## src/core/alu_cfg.svh

```systemverilog
/*
  Offsets, field positions, opcodes and reset values for the add, AND
  and shift-left execution block. Assumes inclusion by bare name.
*/
`ifndef ALU_CFG_SVH
`define ALU_CFG_SVH

// ==========================================
// Register byte offsets on the Avalon slave
`define OFS_ACC_A 5'h00
`define OFS_ACC_B 5'h04
`define OFS_CCR 5'h08
`define OFS_IX 5'h0c
`define OFS_IY 5'h10
`define OFS_PC 5'h14
`define OFS_CTRL 5'h18
`define OFS_STAT 5'h1c

// ==========================================
// Condition code bit positions
`define CCR_H 5
`define CCR_N 3
`define CCR_Z 2
`define CCR_V 1
`define CCR_C 0

// ==========================================
// Control and status bit positions
`define CTRL_START 0
`define STAT_BUSY 0
`define STAT_ILLEGAL 1

// ==========================================
// Opcode fields
`define OPC_PFX_Y 8'h18
`define LO_ADD8 4'hb
`define LO_AND8 4'h4
`define LO_ADD16 4'h3
`define LO_ASL 4'h8

// ==========================================
// Reset values and idle bus address
`define RST_CCR 8'h00
`define RST_PC 16'h0000
`define IDLE_ADDR 16'hffff

`endif

```

## src/core/alu_pkg.sv

```systemverilog
/*
  Types shared by the execution block and its helpers.
  Assumes nothing of its surroundings.
*/
package alu_pkg;

  // ==========================================
  // Operation, addressing mode and sequencer state
  typedef enum logic [1:0] {OP_ADD8, OP_AND8, OP_ASL8, OP_ADD16} alu_op_t;
  typedef enum logic [2:0] {AM_IMM, AM_DIR, AM_IDX, AM_EXT, AM_INH} addr_mode_t;
  typedef enum logic [3:0] {
    S_IDLE, S_OPC, S_ARG1, S_ARG2, S_IDX, S_MEM1, S_MEM2, S_DEAD, S_INH, S_WRITE
  } seq_state_t;

endpackage

```

## src/core/add_and_shift_left_alu.sv

```systemverilog
/*
  Execution block for add, 16-bit add, AND and shift left, with its own
  instruction fetch on the processor memory bus and an Avalon-MM slave
  for the programmer-visible registers. Assumes memory answers read data
  within the same cycle on the sys_clk domain, and that software only
  starts an instruction while the block is idle.
*/
// Notes on behaviour
// - Add sums the chosen accumulator and memory byte without carry in and stores it back.
// - 8-bit add sets half-carry on a carry out of bit 3, clears it otherwise.
// - 8-bit results give negative from bit 7 and zero when all eight bits are clear.
// - Overflow is set when both operands share a sign and the result sign differs.
// - Carry is set when a carry leaves the top bit of the sum.
// - Add to A decodes as 9B direct and AB indexed, to B as DB and EB, 18 prefixes Y.
// - 16-bit add uses M as high and M+1 as low byte, opcodes C3, D3, E3, F3, H kept.
// - The double accumulator is A above B.
// - 16-bit results give negative from bit 15 and zero when all sixteen bits clear.
// - AND replaces the accumulator with the bitwise AND, sets N and Z, clears V.
// - AND to A decodes as 84, 94, B4, A4 and to B as C4, D4, F4, E4.
// - Shift left moves bits up, loads zero at bit 0, keeps half-carry.
// - Shift left puts the old top bit into carry.
// - After a shift, overflow is negative XOR carry.
// - Shift opcodes are 48, 58, 68 and 78; memory forms end with a write cycle.
`timescale 1ns/1ps
`include "alu_cfg.svh"
module add_and_shift_left_alu
  import alu_pkg::*;
(
  input wire logic sys_clk,
  input wire logic rst_b,
  input wire logic clkEn,
  input wire logic [4:0] avs_address,
  input wire logic avs_read,
  input wire logic avs_write,
  input wire logic [31:0] avs_writedata,
  input wire logic [3:0] avs_byteenable,
  output logic [31:0] avs_readdata,
  output logic avs_waitrequest,
  output logic [15:0] busAddr,
  output logic busRw,
  output logic [7:0] busWdata,
  input wire logic [7:0] busRdata,
  output logic instrDone
);

  // ==========================================
  // State
  seq_state_t state_q, state_d;
  logic [7:0] accA_q, accA_d;
  logic [7:0] accB_q, accB_d;
  logic [7:0] ccr_q, ccr_d;
  logic [15:0] ix_q, ix_d;
  logic [15:0] iy_q, iy_d;
  logic [15:0] pc_q, pc_d;
  logic [7:0] opc_q, opc_d;
  logic pfxY_q, pfxY_d;
  logic [7:0] arg_q, arg_d;
  logic [15:0] ea_q, ea_d;
  logic [15:0] opd_q, opd_d;
  logic [15:0] busAddr_q, busAddr_d;
  logic busRw_q, busRw_d;
  logic [7:0] busWdata_q, busWdata_d;
  logic illegal_q, illegal_d;
  logic done_q;
  logic ack_q;
  logic [31:0] rdata_q;
  logic exec;

  // ==========================================
  // Avalon slave handshake
  // Every access waits exactly one enabled cycle, so read data can come from a
  // flop and writes land at the single edge where waitrequest is low.
  wire logic req = avs_read | avs_write;
  wire logic busy = (state_q != S_IDLE);
  wire logic swWr = avs_write & ack_q & ~busy;
  wire logic selA = (avs_address == `OFS_ACC_A);
  wire logic selB = (avs_address == `OFS_ACC_B);
  wire logic selC = (avs_address == `OFS_CCR);
  wire logic selX = (avs_address == `OFS_IX);
  wire logic selY = (avs_address == `OFS_IY);
  wire logic selP = (avs_address == `OFS_PC);
  wire logic selK = (avs_address == `OFS_CTRL);
  wire logic selS = (avs_address == `OFS_STAT);
  wire logic startGo = swWr & selK & avs_byteenable[0] & avs_writedata[`CTRL_START];

  assign avs_waitrequest = req & ~ack_q;
  assign avs_readdata = rdata_q;

  // Read selection; unmapped offsets read as zero.
  wire logic [7:0] statByte = {6'h00, illegal_q, busy};
  wire logic [31:0] rdMux =
    selA ? {24'h000000, accA_q} :
    selB ? {24'h000000, accB_q} :
    selC ? {24'h000000, ccr_q} :
    selX ? {16'h0000, ix_q} :
    selY ? {16'h0000, iy_q} :
    selP ? {16'h0000, pc_q} :
    selS ? {24'h000000, statByte} : 32'h00000000;

  // Byte-lane merge for the 16-bit registers.
  function automatic logic [15:0] merge16(input logic [15:0] old,
                                          input logic [31:0] wd,
                                          input logic [3:0] be);
    merge16 = {be[1] ? wd[15:8] : old[15:8], be[0] ? wd[7:0] : old[7:0]};
  endfunction

  // ==========================================
  // Opcode decode
  // The byte being fetched is decoded in the opcode cycle itself, later
  // cycles decode the latched copy, so a single decoder serves both.
  wire logic [7:0] decByte = (state_q == S_OPC) ? busRdata : opc_q;
  wire logic [3:0] loNib = decByte[3:0];
  wire logic isAdd8 = decByte[7] & (loNib == `LO_ADD8);
  wire logic isAnd8 = decByte[7] & (loNib == `LO_AND8);
  wire logic isAdd16 = (decByte[7:6] == 2'b11) & (loNib == `LO_ADD16);
  wire logic isAsl = (decByte[7:6] == 2'b01) & (loNib == `LO_ASL);
  wire logic isPfx = (decByte == `OPC_PFX_Y) & ~pfxY_q;

  // Mode: bits 5:4 give immediate, direct, indexed or extended; the
  // shift uses 4x and 5x for the accumulators.
  wire addr_mode_t modeStd = (decByte[5:4] == 2'b00) ? AM_IMM :
                             (decByte[5:4] == 2'b01) ? AM_DIR :
                             (decByte[5:4] == 2'b10) ? AM_IDX : AM_EXT;
  wire addr_mode_t modeAsl = ~decByte[5] ? AM_INH :
                             decByte[4] ? AM_EXT : AM_IDX;
  wire addr_mode_t mode = isAsl ? modeAsl : modeStd;

  // Only indexed forms may carry the Y prefix.
  wire logic known = isAdd8 | isAnd8 | isAdd16 | isAsl;
  wire logic legal = known & (~pfxY_q | (mode == AM_IDX));
  wire logic accSelB = isAsl ? decByte[4] : decByte[6];
  wire logic aslMem = isAsl & (mode != AM_INH);
  wire alu_op_t aluOp = isAdd16 ? OP_ADD16 :
                        isAnd8 ? OP_AND8 :
                        isAsl ? OP_ASL8 : OP_ADD8;

  // ==========================================
  // Datapath helpers
  wire logic [15:0] double_accumulator = {accA_q, accB_q};
  wire logic [15:0] selected_accumulator = accSelB ? {8'h00, accB_q} : {8'h00, accA_q};
  wire logic [15:0] aluX = isAdd16 ? double_accumulator : aslMem ? opd_q : selected_accumulator;
  wire logic [15:0] aluM = (state_q == S_DEAD) ? opd_q : {8'h00, busRdata};
  wire logic [15:0] pcInc = pc_q + 16'h0001;
  wire logic [15:0] eaNext = ea_q + 16'h0001;
  logic [15:0] eaNow;
  logic [15:0] aluRes;
  logic [7:0] aluCcr;

  alu_ea_gen u_ea (
    .mode(mode),
    .useY(pfxY_q),
    .argHi(arg_q),
    .byteIn(busRdata),
    .ix(ix_q),
    .iy(iy_q),
    .ea(eaNow)
  );

  alu_flag_core u_core (
    .op(aluOp),
    .x(aluX),
    .m(aluM),
    .ccrIn(ccr_q),
    .res(aluRes),
    .ccrOut(aluCcr)
  );

  // ==========================================
  // Bus cycle sequencer
  // Each state is one bus cycle; the address for the next cycle is
  // computed here and registered, and read data is taken at the edge
  // that ends the cycle.
  always_comb begin
    state_d = state_q;
    pc_d = pc_q;
    opc_d = opc_q;
    pfxY_d = pfxY_q;
    arg_d = arg_q;
    ea_d = ea_q;
    opd_d = opd_q;
    illegal_d = illegal_q;
    busAddr_d = `IDLE_ADDR;
    busRw_d = 1'b1;
    busWdata_d = busWdata_q;
    exec = 1'b0;
    unique case (state_q)
      S_IDLE: begin
        if (startGo) begin
          state_d = S_OPC;
          busAddr_d = pc_q;
          pfxY_d = 1'b0;
          illegal_d = 1'b0;
        end
      end
      S_OPC: begin
        pc_d = pcInc;
        opc_d = busRdata;
        busAddr_d = pcInc;
        if (isPfx) begin
          pfxY_d = 1'b1;
        end else if (!legal) begin
          illegal_d = 1'b1;
          state_d = S_IDLE;
          busAddr_d = `IDLE_ADDR;
        end else if (mode == AM_INH) begin
          state_d = S_INH;
        end else begin
          state_d = S_ARG1;
        end
      end
      S_ARG1: begin
        pc_d = pcInc;
        arg_d = busRdata;
        unique case (mode)
          AM_IMM: begin
            if (isAdd16) begin
              state_d = S_ARG2;
              busAddr_d = pcInc;
            end else begin
              exec = 1'b1;
              state_d = S_IDLE;
            end
          end
          AM_DIR: begin
            ea_d = eaNow;
            state_d = S_MEM1;
            busAddr_d = eaNow;
          end
          AM_EXT: begin
            state_d = S_ARG2;
            busAddr_d = pcInc;
          end
          AM_IDX: begin
            ea_d = eaNow;
            state_d = S_IDX;
          end
          AM_INH: begin
            state_d = S_IDLE;
          end
        endcase
      end
      S_ARG2: begin
        pc_d = pcInc;
        if (mode == AM_IMM) begin
          opd_d = {arg_q, busRdata};
          state_d = S_DEAD;
        end else begin
          ea_d = eaNow;
          state_d = S_MEM1;
          busAddr_d = eaNow;
        end
      end
      S_IDX: begin
        state_d = S_MEM1;
        busAddr_d = ea_q;
      end
      S_MEM1: begin
        if (isAdd16) begin
          opd_d[15:8] = busRdata;
          state_d = S_MEM2;
          busAddr_d = eaNext;
        end else if (aslMem) begin
          opd_d = {8'h00, busRdata};
          state_d = S_DEAD;
        end else begin
          exec = 1'b1;
          state_d = S_IDLE;
        end
      end
      S_MEM2: begin
        opd_d[7:0] = busRdata;
        state_d = S_DEAD;
      end
      S_DEAD: begin
        exec = 1'b1;
        if (aslMem) begin
          state_d = S_WRITE;
          busAddr_d = ea_q;
          busRw_d = 1'b0;
          busWdata_d = aluRes[7:0];
        end else begin
          state_d = S_IDLE;
        end
      end
      S_INH: begin
        exec = 1'b1;
        state_d = S_IDLE;
      end
      S_WRITE: begin
        state_d = S_IDLE;
      end
    endcase
  end

  // ==========================================
  // Programmer registers: software writes when idle, results when busy
  // Software writes are refused while an instruction runs, which keeps
  // the two writers of each register apart without arbitration.
  always_comb begin
    accA_d = accA_q;
    accB_d = accB_q;
    ccr_d = ccr_q;
    ix_d = ix_q;
    iy_d = iy_q;
    if (swWr && selA && avs_byteenable[0]) accA_d = avs_writedata[7:0];
    if (swWr && selB && avs_byteenable[0]) accB_d = avs_writedata[7:0];
    if (swWr && selC && avs_byteenable[0]) ccr_d = avs_writedata[7:0];
    if (swWr && selX) ix_d = merge16(ix_q, avs_writedata, avs_byteenable);
    if (swWr && selY) iy_d = merge16(iy_q, avs_writedata, avs_byteenable);
    if (exec) begin
      ccr_d = aluCcr;
      if (isAdd16) begin
        {accA_d, accB_d} = aluRes;
      end else if (aslMem) begin
        ccr_d = aluCcr;
      end else if (accSelB) begin
        accB_d = aluRes[7:0];
      end else begin
        accA_d = aluRes[7:0];
      end
    end
  end

  // Program counter load by software shares the sequencer's next value.
  wire logic [15:0] pcNext = (swWr && selP) ?
    merge16(pc_q, avs_writedata, avs_byteenable) : pc_d;

  // ==========================================
  // Flops
  always_ff @(posedge sys_clk) begin
    if (!rst_b) begin
      ack_q <= 1'b0;
      rdata_q <= 32'h00000000;
    end else if (clkEn) begin
      ack_q <= req & ~ack_q;
      if (avs_read && !ack_q) rdata_q <= rdMux;
    end
  end

  always_ff @(posedge sys_clk) begin
    if (!rst_b) begin
      accA_q <= 8'h00;
      accB_q <= 8'h00;
      ccr_q <= `RST_CCR;
      ix_q <= 16'h0000;
      iy_q <= 16'h0000;
      pc_q <= `RST_PC;
    end else if (clkEn) begin
      accA_q <= accA_d;
      accB_q <= accB_d;
      ccr_q <= ccr_d;
      ix_q <= ix_d;
      iy_q <= iy_d;
      pc_q <= pcNext;
    end
  end

  always_ff @(posedge sys_clk) begin
    if (!rst_b) begin
      state_q <= S_IDLE;
      opc_q <= 8'h00;
      pfxY_q <= 1'b0;
      arg_q <= 8'h00;
      ea_q <= 16'h0000;
      opd_q <= 16'h0000;
      illegal_q <= 1'b0;
      done_q <= 1'b0;
    end else if (clkEn) begin
      state_q <= state_d;
      opc_q <= opc_d;
      pfxY_q <= pfxY_d;
      arg_q <= arg_d;
      ea_q <= ea_d;
      opd_q <= opd_d;
      illegal_q <= illegal_d;
      done_q <= (state_d == S_IDLE) && (state_q != S_IDLE);
    end
  end

  // Bus outputs come straight from flops; idle cycles read at FFFF.
  always_ff @(posedge sys_clk) begin
    if (!rst_b) begin
      busAddr_q <= `IDLE_ADDR;
      busRw_q <= 1'b1;
      busWdata_q <= 8'h00;
    end else if (clkEn) begin
      busAddr_q <= busAddr_d;
      busRw_q <= busRw_d;
      busWdata_q <= busWdata_d;
    end
  end

  assign busAddr = busAddr_q;
  assign busRw = busRw_q;
  assign busWdata = busWdata_q;
  assign instrDone = done_q;

endmodule

```

## src/core/alu_ea_gen.sv

```systemverilog
/*
  Effective address from the addressing mode, the operand bytes and the
  index registers. Purely combinational; the caller registers it.
*/
`timescale 1ns/1ps
`include "alu_cfg.svh"
module alu_ea_gen
  import alu_pkg::*;
(
  input addr_mode_t mode,
  input wire logic useY,
  input wire logic [7:0] argHi,
  input wire logic [7:0] byteIn,
  input wire logic [15:0] ix,
  input wire logic [15:0] iy,
  output logic [15:0] ea
);

  // ==========================================
  // Address forming
  // The indexed offset is unsigned, so it is zero-extended before adding.
  wire logic [15:0] base = useY ? iy : ix;
  wire logic [15:0] idxSum = base + {8'h00, byteIn};

  assign ea = (mode == AM_DIR) ? {8'h00, byteIn} :
              (mode == AM_EXT) ? {argHi, byteIn} :
              (mode == AM_IDX) ? idxSum : `IDLE_ADDR;

endmodule

```

## src/core/alu_flag_core.sv

```systemverilog
/*
  Result and condition codes for 8-bit add, AND, shift left and 16-bit add.
  Combinational; assumes the caller commits result and flags together.
*/
`timescale 1ns/1ps
`include "alu_cfg.svh"
module alu_flag_core
  import alu_pkg::*;
(
  input alu_op_t op,
  input wire logic [15:0] x,
  input wire logic [15:0] m,
  input wire logic [7:0] ccrIn,
  output logic [15:0] res,
  output logic [7:0] ccrOut
);

  // ==========================================
  // Arithmetic
  // Incoming carry is never added: these are add-without-carry forms.
  wire logic [8:0] sum8 = {1'b0, x[7:0]} + {1'b0, m[7:0]};
  wire logic [16:0] sum16 = {1'b0, x} + {1'b0, m};
  wire logic [4:0] nib = {1'b0, x[3:0]} + {1'b0, m[3:0]};
  wire logic [7:0] and8 = x[7:0] & m[7:0];
  wire logic [7:0] asl8 = {x[6:0], 1'b0};

  // Per-operation result and flags.
  always_comb begin
    res = 16'h0000;
    ccrOut = ccrIn;
    unique case (op)
      OP_ADD8: begin
        res = {8'h00, sum8[7:0]};
        ccrOut[`CCR_H] = nib[4];
        ccrOut[`CCR_V] = (x[7] == m[7]) && (sum8[7] != x[7]);
        ccrOut[`CCR_C] = sum8[8];
      end
      OP_AND8: begin
        res = {8'h00, and8};
        ccrOut[`CCR_V] = 1'b0;
      end
      OP_ASL8: begin
        res = {8'h00, asl8};
        ccrOut[`CCR_C] = x[7];
        ccrOut[`CCR_V] = asl8[7] ^ x[7];
      end
      OP_ADD16: begin
        res = sum16[15:0];
        ccrOut[`CCR_V] = (x[15] == m[15]) && (sum16[15] != x[15]);
        ccrOut[`CCR_C] = sum16[16];
      end
    endcase
    // Sign and zero follow the width of the operation.
    if (op == OP_ADD16) begin
      ccrOut[`CCR_N] = res[15];
      ccrOut[`CCR_Z] = (res == 16'h0000);
    end else begin
      ccrOut[`CCR_N] = res[7];
      ccrOut[`CCR_Z] = (res[7:0] == 8'h00);
    end
  end

endmodule

```

## config.mk

```make
export PLATFORM = sky130hd
export DESIGN_NAME = add_and_shift_left_alu
export DESIGN_NICKNAME = d
export VERILOG_FILES = /design/src/core/alu_pkg.sv /design/src/core/add_and_shift_left_alu.sv /design/src/core/alu_ea_gen.sv /design/src/core/alu_flag_core.sv
export VERILOG_INCLUDE_DIRS = /design/src /design/src/core
export SDC_FILE = /design/constraint.sdc
export NUM_CORES = 1
export LEC_CHECK = 0
export ABC_AREA = 1
export BUFFER_PORTS_ARGS = -buffer_cell sky130_fd_sc_hd__buf_2
export CAP_MARGIN = 15
export CELL_PAD_IN_SITES_DETAIL_PLACEMENT = 0
export CELL_PAD_IN_SITES_GLOBAL_PLACEMENT = 1
export CORE_MARGIN = 10
export CORE_UTILIZATION = 43
export CTS_CLUSTER_SIZE = 28
export DETAILED_ROUTE_END_ITERATION = 8
export GPL_ROUTABILITY_DRIVEN = 1
export PLACE_DENSITY_LB_ADDON = 0.1
export SLEW_MARGIN = 20
export SYNTH_ARGS = -nofsm -noshare
export SYNTH_HDL_FRONTEND = slang
export SYNTH_SLANG_ARGS = --single-unit
```

## constraint.sdc

```tcl
create_clock -name sys_clk -period 5.44 [get_ports sys_clk]
set_input_delay 0.544 -clock sys_clk [delete_from_list [all_inputs] [get_ports sys_clk]]
set_output_delay 0.544 -clock sys_clk [all_outputs]
set_load 0.005 [all_outputs]
```

==> impl_results.md <==
- Synth-to-layout area growth: 10.2%
- Fill cells: 2896
- Hold Path Origin: avs_writedata[10]
- Cell area after synthesis: 11700 sq um
- Yosys warnings: 0
- Area after DPL: 12300 sq um
- PortBufs: 78
- Site row count: 60
- I/O Pins: 113
- Final hold vios: 0
- Setup Skew: 14.3 ps
- Initial Util: 43.6%
- Global-route wire length before repair: 71.4 mm
- Pins over their slew limit: 0
- Period minus WS final: 4820 ps
- CP Class: flip-flop to flip-flop
- Ys flop type: dfxtp_1
- Uppermost layer routed: met4
- Worst slew pin tran: 1010 ps
- Remaining Overflow, GRT: 0
- Vias in the first global route: 11.7k
- Gpl congestion: a little under 1
- Setup WS post-layout: 619 ps
- Post-route ant nets: 0
- Antenna cell count: 0
- Final Instance Area: 12900 sq um
- Total Power: 3.32 mW
- Synthesized area per cell: 6.36 sq um
- Top cells by area, synth: dfxtp_1 (29%), nand2_1 (11%), o21ai_0 (9.9%), a21oi_1 (9.7%), inv_1 (7.4%)
- WP data required: 5820 ps
- CP max FO: 18
- Seq cells post-synth: 169
- DRC violations left: 0
- Die X: 185 um
- Multi-input gate area: 6930 sq um
- CTS clk-pin slew, worst paths: 80 ps
- Largest net degree at the start of global routing: 78
- Share of cells above drive strength 1: 11.2%
- Initial antenna violation count: 0
- Slew headroom: approximately a third
- CTS tree: yes
- Clk sinks: around 170
- Synth cell types: 56
- Final setup fails: 0
- H-tree depth: 4
- Setup TNS Final: 0 ps
- Register area: 3380 sq um
- Setup repair after global routing missed its margin: no
- Hold Crit Class: input pin to flip-flop
- Type of destination of the critical path: flip-flop
- CTS Root Cell: clkbuf_16
- Slowest library cell on the worst path: fa_1
- Synth Instances: 1834
- Sequential area share after synthesis: 29.0%
- MaxCap Viol Count: 0
- Ys async rst share: 0%
- Detail Placement HPWL: between 30 and 40 mm
- WL/cell: 21.1 um
- Tot GR Track Use: 27.3%
- Most frequent cell on the critical path: nand2_1
- Clock tree buffer depth: 2
- Detailed Route Iter0 Violations: around 1.3k
- Dominant cell type by area after synthesis: dfxtp_1
- WL met2: 22.7 mm
- WL final: around 47 mm
- Launch point of the worst path: state_q[0]
- Clock latency on the worst-skew pair: 450 ps
- CP max stage delay: approximately 480 ps
- Leakage power total: 5.39 nW
- Period Utilization, post-route: about nine tenths
- Die height: approximately 180 um
- M1 WL: 20.1 mm
- Maximum clock rate: around 210 MHz
- Dpl ws: 636 ps
- WL met3: ~2.3 mm
- Vias per inst: 5.66
- Startpoint Class: flip-flop
- CP arrival: 5200 ps
- R2R Path Start: state_q[0]
- Vias post-DR: ~13k
- DIE AREA: 34100 sq um
- Total CTS buffers: 17
- Final nets: 1955
- DR pass1 iterations: 7
- Post-synth EDFFs: 0
- Total core area: 26800 sq um
- Power density cells: 258 nW/um^2
- Minimum hold slack: 384 ps
- Worst vdd ir: 0.144 mV
- Outcome: finished clean
- Top-area cell type share of the netlist area: slightly below 30%
## registers in the layout, indices dropped and copies added, names as in the netlist, 4 cells and up
name / cells
accA_q: 8
accB_q: 8
arg_q: 8
avs_readdata: 16
busAddr: 16
busWdata: 8
ccr_q: 8
ea_q: 16
ix_q: 16
iy_q: 16
opc_q: 8
opd_q: 16
pc_q: 16
state_q: 4
## layout by cell type (no fill, tap or decap), types with 7 or more instances in the layout
cell       count
clkbuf_16     17
nand4_1       19
nand2_1      345
dfxtp_1      169
buf_4         26
xor2_1        20
inv_2         16
nand3_1       77
nand2_2       15
a211oi_1      22
nor2_2        10
o21ai_0      230
a221oi_1      12
conb_1        16
a21oi_1      227
o21ai_1        9
buf_2         78
inv_1        228
o2111ai_1      8
o211ai_1      34
a31oi_1        8
ha_1          25
nor2_4         7
nor3_1        19
nor2_1       137
o22ai_1       33
## critical path: cells and delay by family, from the launching register on
family	cells	cell delay [ps]
compound gates	3	500
fa+ha+maj	2	710
buf+inv	3	230
flops	1	410
simple gates	24	2880
## worst paths after layout
path	end	slack [ps]	cells past startpoint
worst min-delay path	iy_q[10]	380	3
worst min register to register	avs_readdata[9]	460	2
worst max register to register	ccr_q[2]	620	32
worst max-delay path	ccr_q[2]	620	32
## stage by stage
stage	utilization [%]	instances
after floorplan	-	1849
after global placement	45.7	2195
after detailed placement	45.7	2195
after CTS	48.0	2227
after global routing	48.0	2228
final	48.0	2228
## final cells by class
class | instances | share of cell area (%)
sequential | 169 | 26.3
multi-input combinational | 1334 | 53.9
timing repair buffer | 104 | 4.55
tap | 341 | 3.32
clock buffer | 18 | 3.41
clock inverter | 14 | 1.24
inverter | 248 | 7.31
## logic make-up after synthesis
kind of cell / count (synthesis) / share of synthesized area [%]
AO/OA/AOI/OAI: 611 / 29.4
XOR/XNOR: 23 / 1.73
adder cells (fa/ha/maj): 27 / 3.02
buffers and inverters: 346 / 12.2
flip-flops: 169 / 29.0
other: 1 / 0.0321
AND/OR/NAND/NOR: 657 / 24.6
## cells in the mapped netlist (3+ instances only)
cell and count:
a21oi_1 227, o2111ai_1 8, o22ai_1 33, nand2_1 345, inv_2 15, a22oi_1 6, inv_1 229, xnor2_1 3
o211ai_1 34, buf_4 20, nand3_1 77, buf_2 12, nor2_4 7, nor2_1 138, a31oi_1 8, nand2_4 4
or2_2 4, a211oi_1 22, ha_1 25, o21ai_1 9, nand4_1 19, buf_6 3, xor2_1 20, o21ai_2 3
o221ai_1 3, clkbuf_1 61, nand2_2 16, dfxtp_1 169, o21ai_0 230, a21oi_2 3, a221oi_1 12, nand3_2 6
nand3b_1 3, nor2_2 9, nor4_1 6, nor3_1 19
## where the power goes
part	switching [mW]	internal [mW]	total, mW
registers	0.0376	1.28	1.32
logic	0.527	0.209	0.736
clock network	0.637	0.628	1.27
total	1.20	2.12	3.32
## metal layers
metal  up-vias  GRT usage [%]
li1       6246              -
met1      5835           34.2
met2       436           46.7
met3        88           2.72
met4         0           11.0
met5         -              0
## timing repair
item | 4_1_cts | 5_1_grt
setup buffers | 0 | 0
resized for setup | 0 | 1
hold buffers | 0 | 0
setup endpoints to repair | 0 | 1
No activity file was read; power rests on OpenSTA's default activity.
